File: src/msxi_pkg.sv
// Purpose: Constants and types for the skip, table-read and XOR execution unit
// Assumes: 14-bit program words, 11-bit program counter, 7-bit data memory address
// Notes: Opcode encodings are local to this unit

package msxi_pkg;

  // ----------------------------------------------------------------
  // Widths
  // ----------------------------------------------------------------
  localparam int PC_W = 11;
  localparam int IW_W = 14;
  localparam int RA_W = 7;
  localparam int DW_W = 8;
  localparam int TH_W = 6;
  localparam int PAGE_W = 3;

  // ----------------------------------------------------------------
  // Instruction field positions
  // ----------------------------------------------------------------
  localparam int OP7_LSB = 7;
  localparam int OP6_LSB = 8;
  localparam int OP4_LSB = 10;
  localparam int BIT_LSB = 7;

  // ----------------------------------------------------------------
  // Opcode encodings
  // ----------------------------------------------------------------
  localparam logic [6:0] OP_SWAP_ACC = 7'h11;
  localparam logic [6:0] OP_SKIP_ZERO = 7'h12;
  localparam logic [6:0] OP_MOVE_SKIP = 7'h13;
  localparam logic [6:0] OP_TRD_CUR = 7'h14;
  localparam logic [6:0] OP_TRD_LAST = 7'h15;
  localparam logic [6:0] OP_XOR_ACC = 7'h16;
  localparam logic [6:0] OP_XOR_MEM = 7'h17;
  localparam logic [5:0] OP_XOR_IMM = 6'h3c;
  localparam logic [3:0] OP_SKIP_BIT = 4'h3;

  // ----------------------------------------------------------------
  // Reset values and fixed pages
  // ----------------------------------------------------------------
  localparam logic [PC_W-1:0] PC_RST = 11'h000;
  localparam logic [DW_W-1:0] ACC_RST = 8'h00;
  localparam logic [TH_W-1:0] TH_RST = 6'h00;
  localparam logic [IW_W-1:0] IW_RST = 14'h0000;
  localparam logic [PAGE_W-1:0] LAST_PAGE = 3'h7;

  // ----------------------------------------------------------------
  // Sequencer states
  // ----------------------------------------------------------------
  typedef enum logic [5:0] {
    ST_FETCH = 6'h01,
    ST_LOAD  = 6'h02,
    ST_OPER  = 6'h04,
    ST_EXEC  = 6'h08,
    ST_TABLE = 6'h10,
    ST_DUMMY = 6'h20
  } msxi_state_t;

endpackage

File: src/msxi_exec.sv
// Purpose: Sequencer and datapath for nibble swap, skips, table reads and XOR
// Assumes: Program ROM and data memory answer in the same clock as the read strobe
// Notes: One pass through the execute state is one instruction cycle
//
// Notes on behaviour
// - Nibble swap puts the data byte's high nibble in accumulator bits 3..0 and low in 7..4, no flags, no memory write.
// - Skip-if-zero tests the data byte and on zero discards the prefetch with a dummy cycle, flags kept.
// - Move-and-skip copies the data byte to the accumulator and skips with a dummy cycle when it is zero.
// - Skip-if-bit-clear skips with a dummy cycle when the selected bit of the data byte is 0.
// - Current-page table read writes the low byte of the word at current page and table pointer to memory, the high part to the latch.
// - Last-page table read does the same from the final program page.
// - XOR to accumulator stores accumulator XOR data byte in the accumulator and updates only the zero flag.
// - XOR to memory stores accumulator XOR data byte back in the data byte and updates only the zero flag.
// - XOR immediate stores accumulator XOR the immediate in the accumulator and updates only the zero flag.

`timescale 1ns/10ps
`default_nettype none

module msxi_exec (
  // Clock and reset
  input wire logic i_core_clk,
  input wire logic i_rst_n,
  // Program ROM
  output logic [10:0] o_rom_addr,
  output logic o_rom_rd,
  input wire logic [13:0] i_rom_data,
  // Data memory
  output logic [6:0] o_ram_addr,
  output logic o_ram_rd,
  input wire logic [7:0] i_ram_rdata,
  output logic o_ram_we,
  output logic [7:0] o_ram_wdata,
  // Core registers
  input wire logic [7:0] i_table_pointer,
  output logic [7:0] o_acc,
  output logic o_zero_flag,
  output logic [5:0] o_table_high_latch,
  // Status
  output logic [10:0] o_pc,
  output logic o_instr_done,
  output logic o_skip
);

  // ----------------------------------------------------------------
  // Helpers and decode
  // ----------------------------------------------------------------
  function automatic logic is_zero(input logic [7:0] b);
    is_zero = (b == 8'h00);
  endfunction

  msxi_pkg::msxi_state_t st_q;
  logic [13:0] ir_q;
  logic [13:0] pre_q;
  logic [2:0] page_q;
  logic d_swap, d_skz, d_mvskz, d_skbit, d_trdc, d_trdl, d_xora, d_exclusive_or_to_memory, d_xori;
  logic [6:0] d_addr;
  logic [2:0] d_bitsel;
  logic [7:0] d_imm;
  logic take_skip;
  logic [7:0] xor_mem;

  msxi_decode u_decode (
    .i_word(ir_q),
    .o_swap(d_swap),
    .o_skz(d_skz),
    .o_mvskz(d_mvskz),
    .o_skbit(d_skbit),
    .o_trdc(d_trdc),
    .o_trdl(d_trdl),
    .o_xora(d_xora),
    .o_exclusive_or_to_memory(d_exclusive_or_to_memory),
    .o_xori(d_xori),
    .o_addr(d_addr),
    .o_bitsel(d_bitsel),
    .o_imm(d_imm)
  );

  assign xor_mem = o_acc ^ i_ram_rdata;
  // Memory read data is valid only in the execute state
  assign take_skip = ((d_skz || d_mvskz) && is_zero(i_ram_rdata))
                     || (d_skbit && !i_ram_rdata[d_bitsel]);

  // ----------------------------------------------------------------
  // Sequencer
  // ----------------------------------------------------------------
  always_ff @(posedge i_core_clk or negedge i_rst_n) begin
    if (!i_rst_n) begin
      st_q <= msxi_pkg::ST_FETCH;
    end else begin
      unique case (st_q)
        msxi_pkg::ST_FETCH: st_q <= msxi_pkg::ST_LOAD;
        msxi_pkg::ST_LOAD: st_q <= msxi_pkg::ST_OPER;
        msxi_pkg::ST_OPER: st_q <= msxi_pkg::ST_EXEC;
        msxi_pkg::ST_EXEC: begin
          if (d_trdc || d_trdl) begin
            st_q <= msxi_pkg::ST_TABLE;
          end else if (take_skip) begin
            st_q <= msxi_pkg::ST_DUMMY;
          end else begin
            st_q <= msxi_pkg::ST_OPER;
          end
        end
        msxi_pkg::ST_TABLE: st_q <= msxi_pkg::ST_OPER;
        msxi_pkg::ST_DUMMY: st_q <= msxi_pkg::ST_LOAD;
        default: st_q <= msxi_pkg::ST_FETCH;
      endcase
    end
  end

  // ----------------------------------------------------------------
  // Program counter, instruction and prefetch registers
  // ----------------------------------------------------------------
  always_ff @(posedge i_core_clk or negedge i_rst_n) begin
    if (!i_rst_n) begin
      o_pc <= msxi_pkg::PC_RST;
      ir_q <= msxi_pkg::IW_RST;
      pre_q <= msxi_pkg::IW_RST;
      page_q <= '0;
    end else begin
      if (st_q == msxi_pkg::ST_LOAD) begin
        ir_q <= i_rom_data;
        page_q <= o_pc[10:8];
        o_pc <= o_pc + 11'h001;
      end
      if (st_q == msxi_pkg::ST_EXEC) begin
        pre_q <= i_rom_data;
        if (!(d_trdc || d_trdl) && !take_skip) begin
          ir_q <= i_rom_data;
          page_q <= o_pc[10:8];
          o_pc <= o_pc + 11'h001;
        end
        // Squashed word is passed over, never executed
        if (!(d_trdc || d_trdl) && take_skip) begin
          o_pc <= o_pc + 11'h001;
        end
      end
      if (st_q == msxi_pkg::ST_TABLE) begin
        ir_q <= pre_q;
        page_q <= o_pc[10:8];
        o_pc <= o_pc + 11'h001;
      end
    end
  end

  // ----------------------------------------------------------------
  // Program ROM port
  // ----------------------------------------------------------------
  always_ff @(posedge i_core_clk or negedge i_rst_n) begin
    if (!i_rst_n) begin
      o_rom_addr <= msxi_pkg::PC_RST;
      o_rom_rd <= 1'b0;
    end else begin
      o_rom_rd <= 1'b0;
      // The dummy cycle refetches, so a skip costs one cycle and no stall
      if (st_q == msxi_pkg::ST_FETCH || st_q == msxi_pkg::ST_OPER
          || st_q == msxi_pkg::ST_DUMMY) begin
        o_rom_addr <= o_pc;
        o_rom_rd <= 1'b1;
      end else if (st_q == msxi_pkg::ST_EXEC && d_trdc) begin
        o_rom_addr <= {page_q, i_table_pointer};
        o_rom_rd <= 1'b1;
      end else if (st_q == msxi_pkg::ST_EXEC && d_trdl) begin
        o_rom_addr <= {msxi_pkg::LAST_PAGE, i_table_pointer};
        o_rom_rd <= 1'b1;
      end
    end
  end

  // ----------------------------------------------------------------
  // Data memory port
  // ----------------------------------------------------------------
  always_ff @(posedge i_core_clk or negedge i_rst_n) begin
    if (!i_rst_n) begin
      o_ram_addr <= '0;
      o_ram_rd <= 1'b0;
      o_ram_we <= 1'b0;
      o_ram_wdata <= '0;
    end else begin
      o_ram_rd <= (st_q == msxi_pkg::ST_OPER);
      o_ram_we <= 1'b0;
      if (st_q == msxi_pkg::ST_OPER) begin
        o_ram_addr <= d_addr;
      end
      if (st_q == msxi_pkg::ST_EXEC && d_exclusive_or_to_memory) begin
        o_ram_we <= 1'b1;
        o_ram_wdata <= xor_mem;
      end
      if (st_q == msxi_pkg::ST_TABLE) begin
        o_ram_we <= 1'b1;
        o_ram_wdata <= i_rom_data[7:0];
      end
    end
  end

  // ----------------------------------------------------------------
  // Accumulator, zero flag and table-high latch
  // ----------------------------------------------------------------
  always_ff @(posedge i_core_clk or negedge i_rst_n) begin
    if (!i_rst_n) begin
      o_acc <= msxi_pkg::ACC_RST;
      o_zero_flag <= 1'b0;
    end else if (st_q == msxi_pkg::ST_EXEC) begin
      if (d_swap) begin
        o_acc <= {i_ram_rdata[3:0], i_ram_rdata[7:4]};
      end else if (d_mvskz) begin
        o_acc <= i_ram_rdata;
      end else if (d_xora) begin
        o_acc <= xor_mem;
        o_zero_flag <= is_zero(xor_mem);
      end else if (d_exclusive_or_to_memory) begin
        o_zero_flag <= is_zero(xor_mem);
      end else if (d_xori) begin
        o_acc <= o_acc ^ d_imm;
        o_zero_flag <= is_zero(o_acc ^ d_imm);
      end
    end
  end

  always_ff @(posedge i_core_clk or negedge i_rst_n) begin
    if (!i_rst_n) begin
      o_table_high_latch <= msxi_pkg::TH_RST;
    end else if (st_q == msxi_pkg::ST_TABLE) begin
      o_table_high_latch <= i_rom_data[13:8];
    end
  end

  // ----------------------------------------------------------------
  // Status pulses
  // ----------------------------------------------------------------
  always_ff @(posedge i_core_clk or negedge i_rst_n) begin
    if (!i_rst_n) begin
      o_instr_done <= 1'b0;
      o_skip <= 1'b0;
    end else begin
      o_instr_done <= (st_q == msxi_pkg::ST_EXEC && !(d_trdc || d_trdl))
                      || st_q == msxi_pkg::ST_TABLE;
      o_skip <= (st_q == msxi_pkg::ST_DUMMY);
    end
  end

  // ----------------------------------------------------------------
  // Assertions
  // ----------------------------------------------------------------
  logic in_exec;
  assign in_exec = (st_q == msxi_pkg::ST_EXEC);
endmodule

`default_nettype wire

File: src/msxi_decode.sv
// Purpose: Splits a program word into operation strobes and operand fields
// Assumes: Combinational, driven from the instruction register
// Notes: Words outside this group raise no strobe and execute as a no-operation

`timescale 1ns/10ps
`default_nettype none

module msxi_decode (
  // Instruction word
  input wire logic [13:0] i_word,
  // Operation strobes
  output logic o_swap,
  output logic o_skz,
  output logic o_mvskz,
  output logic o_skbit,
  output logic o_trdc,
  output logic o_trdl,
  output logic o_xora,
  output logic o_exclusive_or_to_memory,
  output logic o_xori,
  // Operand fields
  output logic [6:0] o_addr,
  output logic [2:0] o_bitsel,
  output logic [7:0] o_imm
);

  logic [6:0] op7;
  assign op7 = i_word[13:msxi_pkg::OP7_LSB];

  assign o_swap = (op7 == msxi_pkg::OP_SWAP_ACC);
  assign o_skz = (op7 == msxi_pkg::OP_SKIP_ZERO);
  assign o_mvskz = (op7 == msxi_pkg::OP_MOVE_SKIP);
  assign o_trdc = (op7 == msxi_pkg::OP_TRD_CUR);
  assign o_trdl = (op7 == msxi_pkg::OP_TRD_LAST);
  assign o_xora = (op7 == msxi_pkg::OP_XOR_ACC);
  assign o_exclusive_or_to_memory = (op7 == msxi_pkg::OP_XOR_MEM);
  assign o_xori = (i_word[13:msxi_pkg::OP6_LSB] == msxi_pkg::OP_XOR_IMM);
  assign o_skbit = (i_word[13:msxi_pkg::OP4_LSB] == msxi_pkg::OP_SKIP_BIT);

  assign o_addr = i_word[6:0];
  assign o_bitsel = i_word[msxi_pkg::BIT_LSB+2:msxi_pkg::BIT_LSB];
  assign o_imm = i_word[7:0];

endmodule

`default_nettype wire

File: config.mk
export PLATFORM = sky130hd
export DESIGN_NAME = msxi_exec
export DESIGN_NICKNAME = d
export VERILOG_FILES = /design/src/msxi_pkg.sv /design/src/msxi_exec.sv /design/src/msxi_decode.sv
export SDC_FILE = /design/constraint.sdc
export NUM_CORES = 1
export LEC_CHECK = 0
export CAP_MARGIN = 0
export CORE_MARGIN = 2
export CORE_UTILIZATION = 55
export DETAILED_ROUTE_END_ITERATION = 16
export DONT_BUFFER_PORTS = 1
export GPL_ROUTABILITY_DRIVEN = 1
export PLACE_DENSITY = 0.7
export SLEW_MARGIN = 10
export SYNTH_ARGS = -nofsm -noshare
export SYNTH_HDL_FRONTEND = slang
export SYNTH_SLANG_ARGS = --single-unit
File: constraint.sdc
create_clock -name i_core_clk -period 2.47 [get_ports i_core_clk]
set_input_delay 0.247 -clock i_core_clk [delete_from_list [all_inputs] [get_ports i_core_clk]]
set_output_delay 0.247 -clock i_core_clk [all_outputs]
set_load 0.03 [all_outputs]
==> impl_metrics.py <==
metrics = {
    "outcome": {
        "status": "complete, no violations",
    },
    "route": {
        "wl_met3_um": 708,
        "drc": 0,
        "post_drt_wl_per_cell_um": 18.91,
        "drtAntennaViolNets": 0,
        "drt_pre_antenna_iters": 4,
        "viasPerCell": 6.131,
        "drt-total-wl_um": 12580,
        "drtIter0Drc": 243,
        "num_vias": 4077,
        "dr.max_layer_used": "met4",
        "wl_met1_um": 5699,
        "met2RoutedLength_um": 5909,
    },
    "logic_synthesis": {
        "synthDominantCellAreaShare_pct": 46.21,
        "synthAdderAreaFrac_pct": 0.2484,
        "synth_top_family_by_area": "simple AND/OR/NAND/NOR gates",
        "synth_cell_types": 62,
        "netlist_instances": 542,
        "synth_xor_area_share_pct": 4.870,
        "synthMuxAreaShare_pct": 8.199,
        "synth_edf_count": 0,
        "synth.area.top_cells": "dfrtp_1, nand2_1, mux2i_1, mux2_2, o21ai_0",
        "yosysSeqAreaShare_pct": 46.73,
        "yosysWarningCount": 0,
        "syn_avg_cell_area_sq_um": 9.292,
        "synth_top_flop_cell": "dfrtp_1",
        "async_flop_share_pct": 100.0,
        "ys_seq_elements": 94,
        "synth_compound_area_share_pct": 14.58,
        "yosys.area_share.simple_pct": 20.77,
        "synth.largest_area_cell": "dfrtp_1",
        "netlist_area_sq_mm": 0.005036,
        "syn_nets": 575,
    },
    "die": {
        "die_w_um": 99.69,
        "die_y_um": 99.69,
        "core_area_sq_mm": 0.008806,
        "rows": 34,
        "ios": 89,
        "die-area_sq_mm": 0.009938,
        "initial_utilization_pct": 57.19,
    },
    "sta": {
        "fin_crit_ns": 2.315,
        "finalHoldViolCount": 0,
        "worstMarginPinSlew_ns": 0.5529,
        "setup_viol": 0,
        "clock_skew_ns": 0.01624,
        "fin_ws_ns": 0.1548,
        "rsz0062_at_grt": "false",
        "timing.fmax_mhz": 431.9,
        "slew_viol_final": 0,
        "relSlewSlack_pct": 63.14,
        "fin_setup_tns_ns": 0,
        "fin_crit_sh_pct": 93.73,
    },
    "clocking": {
        "tritoncts": "done",
        "clk_latency_ns": 0.37,
        "clkTransAtPathRegs_ns": 0.11,
        "cts-buffers-inserted": 9,
        "cts.path.max_buffers": 2,
        "cts_root_buf": "clkbuf_8",
        "cts_sinks": 94,
        "cts-htree-levels": 3,
        "post_cts_resized": 0,
    },
    "worst_hold_path": {
        "hold_start": "i_rom_data[9]",
        "hold_path.class": "in2reg",
    },
    "worst_setup_path": {
        "cp_cell_sequence": "buf_4, nor4b_4, and3_1, and3_1, o31ai_4, nor2_2, mux2_2",
        "path_common_cell": "and3_1",
        "end_kind": "register",
        "cpLargestDelayFamily": "simple AND/OR/NAND/NOR gates",
        "crit_buf_inv": 1,
        "r2r_start": "ir_q[10]",
        "critPathLaunchType": "register",
        "crit_type": "reg2reg",
        "slowest_delay_ns": 0.40,
        "critPathSlowestCell": "and3_1",
        "crit_start": "ir_q[10]",
        "worstPathArrival_ns": 2.57,
        "critPathMaxFanout": 7,
        "worstPathRequired_ns": 2.72,
    },
    "place": {
        "gp_congestion": 0.9518,
        "dpl.hpwl_um": 8836,
        "dpl-instance-area_sq_mm": 0.005233,
        "portBuffers": 0,
        "dpl_worst_slack_ns": 0.1939,
    },
    "grt": {
        "gr-total-overflow": 0,
        "grt_max_degree": 95,
        "grt_pass1_vias": 4056,
        "grt_pass1_wl_um": 20890,
        "grt.total_usage_pct": 26.62,
        "antenna_found_initial": 0,
    },
    "flow_run": {
        "cap_violations": 0,
    },
    "power": {
        "total_power_mw": 6.326,
        "vdd_ir_drop_max_uv": 504.9,
        "power_per_cell_area_mw_per_mm2": 1135,
        "p_leak_nw": 2.349,
    },
    "cells_and_area": {
        "drive_gt1_share_pct": 14.90,
        "syn_to_final_growth_pct": 10.63,
        "finish.instance_area_sq_mm": 0.005572,
        "num_antenna_cells": 0,
        "ff_latch_area_sq_mm": 0.002354,
        "fill_cells": 744,
        "multi_input_comb_area_sq_mm": 0.002456,
        "final_nets": 585,
    },
}
[final timing paths]
kind                              to  slack, ns  depth (start not counted)
setup / recovery           page_q[1]       0.15                          7
hold / removal               ir_q[9]       0.01                          2
setup reg to reg           page_q[1]       0.15                          7
hold reg to reg              ir_q[9]       0.49                          2
max in group asynchronous   ir_q[12]       1.64                          2
min in group asynchronous   o_acc[6]       0.41                          2
[kinds of logic (layout without fill, tap and decap cells)]
kind of cell | after synthesis | in the layout
AO/OA/AOI/OAI | 111 | 111
XOR/XNOR | 28 | 28
adder cells (fa/ha/maj) | 1 | 1
buffers and inverters | 53 | 68
flip-flops | 94 | 94
multiplexers | 39 | 39
AND/OR/NAND/NOR | 216 | 216
[through the flow]
stage,util [%],hold slack (ns),instances
2_1_floorplan,-,-0.04859,542
3_3_place_gp,59.42,-0.04639,636
3_5_place_dp,59.42,-0.04622,636
4_1_cts,63.27,0.0007907,665
5_1_grt,63.27,0.004673,665
6_report,63.27,0.01006,665
[timing repair]
action | 4_1_cts | 5_1_grt
hold endpoints to repair | 105 | 0
buffers inserted | 0 | 0
hold buffers | 13 | 0
[cell type report]
class | count | area share, %
clock buffer | 9 | 2.223
clock inverter | 7 | 1.213
inverter | 8 | 0.5390
multi-input combinational | 395 | 44.08
sequential | 94 | 42.24
timing repair buffer | 44 | 7.276
tap | 108 | 2.425
[layout by cell type (no fill, tap or decap), types with 6 or more instances in the layout]
master         count
nand2_1          102
dfrtp_1           93
nor2_1            48
o21ai_0           38
buf_4             29
a21oi_1           23
mux2i_1           21
xnor2_1           20
mux2_2            18
dlygate4sd3_1     12
nor3_1            11
nand3_1            9
o31ai_1            9
clkbuf_8           9
xor2_1             8
a221oi_1           8
nand4_1            7
inv_1              6
a31oi_1            6
o311ai_0           6
[report_power, final]
part           leakage [nW]  switching (mW)  internal, mW
logic                  1.08            1.24          1.04
registers              1.17            1.03          2.02
clock network        0.0989           0.607         0.391
total                  2.35            2.88          3.45
[cell usage after synthesis, types with 4 or more instances]
master and n:
a21oi_1 23, a221oi_1 8, a22oi_1 5, a31oi_1 6, and3_1 5, buf_1 4, clkbuf_1 32, dfrtp_1 93
inv_1 6, mux2_2 18, mux2i_1 21, nand2_1 102, nand3_1 9, nand4_1 7, nor2_1 48, nor3_1 11
nor4_1 4, o21ai_0 38, o311ai_0 6, o31ai_1 9, or3_1 4, xnor2_1 20, xor2_1 8
[worst reg2reg max path, stage by stage (launching register included)]
cell and delay, ns:
dfrtp_1 0.39, buf_4 0.15, nor4b_4 0.29, and3_1 0.40
and3_1 0.31, o31ai_4 0.11, nor2_2 0.19, mux2_2 0.36
[state kept, by name (all words and copies together), names as in the netlist]
register / flops
o_ram_wdata: 8
st_q: 6
page_q: 3
o_zero_flag: 1
ir_q: 14
o_ram_rd: 1
o_acc: 8
pre_q: 14
o_pc: 11
o_rom_addr: 11
o_instr_done: 1
o_ram_addr: 7
o_skip: 1
o_table_high_latch: 6
o_rom_rd: 1
o_ram_we: 1
[routing by layer]
metal / global-route usage, % / vias to the layer above
li1: - / 1926
met1: 38.19 / 2015
met2: 40.64 / 116
met3: 4.427 / 20
met4: 10.43 / 0
met5: 0 / -
(Power assumes the default switching activity.)
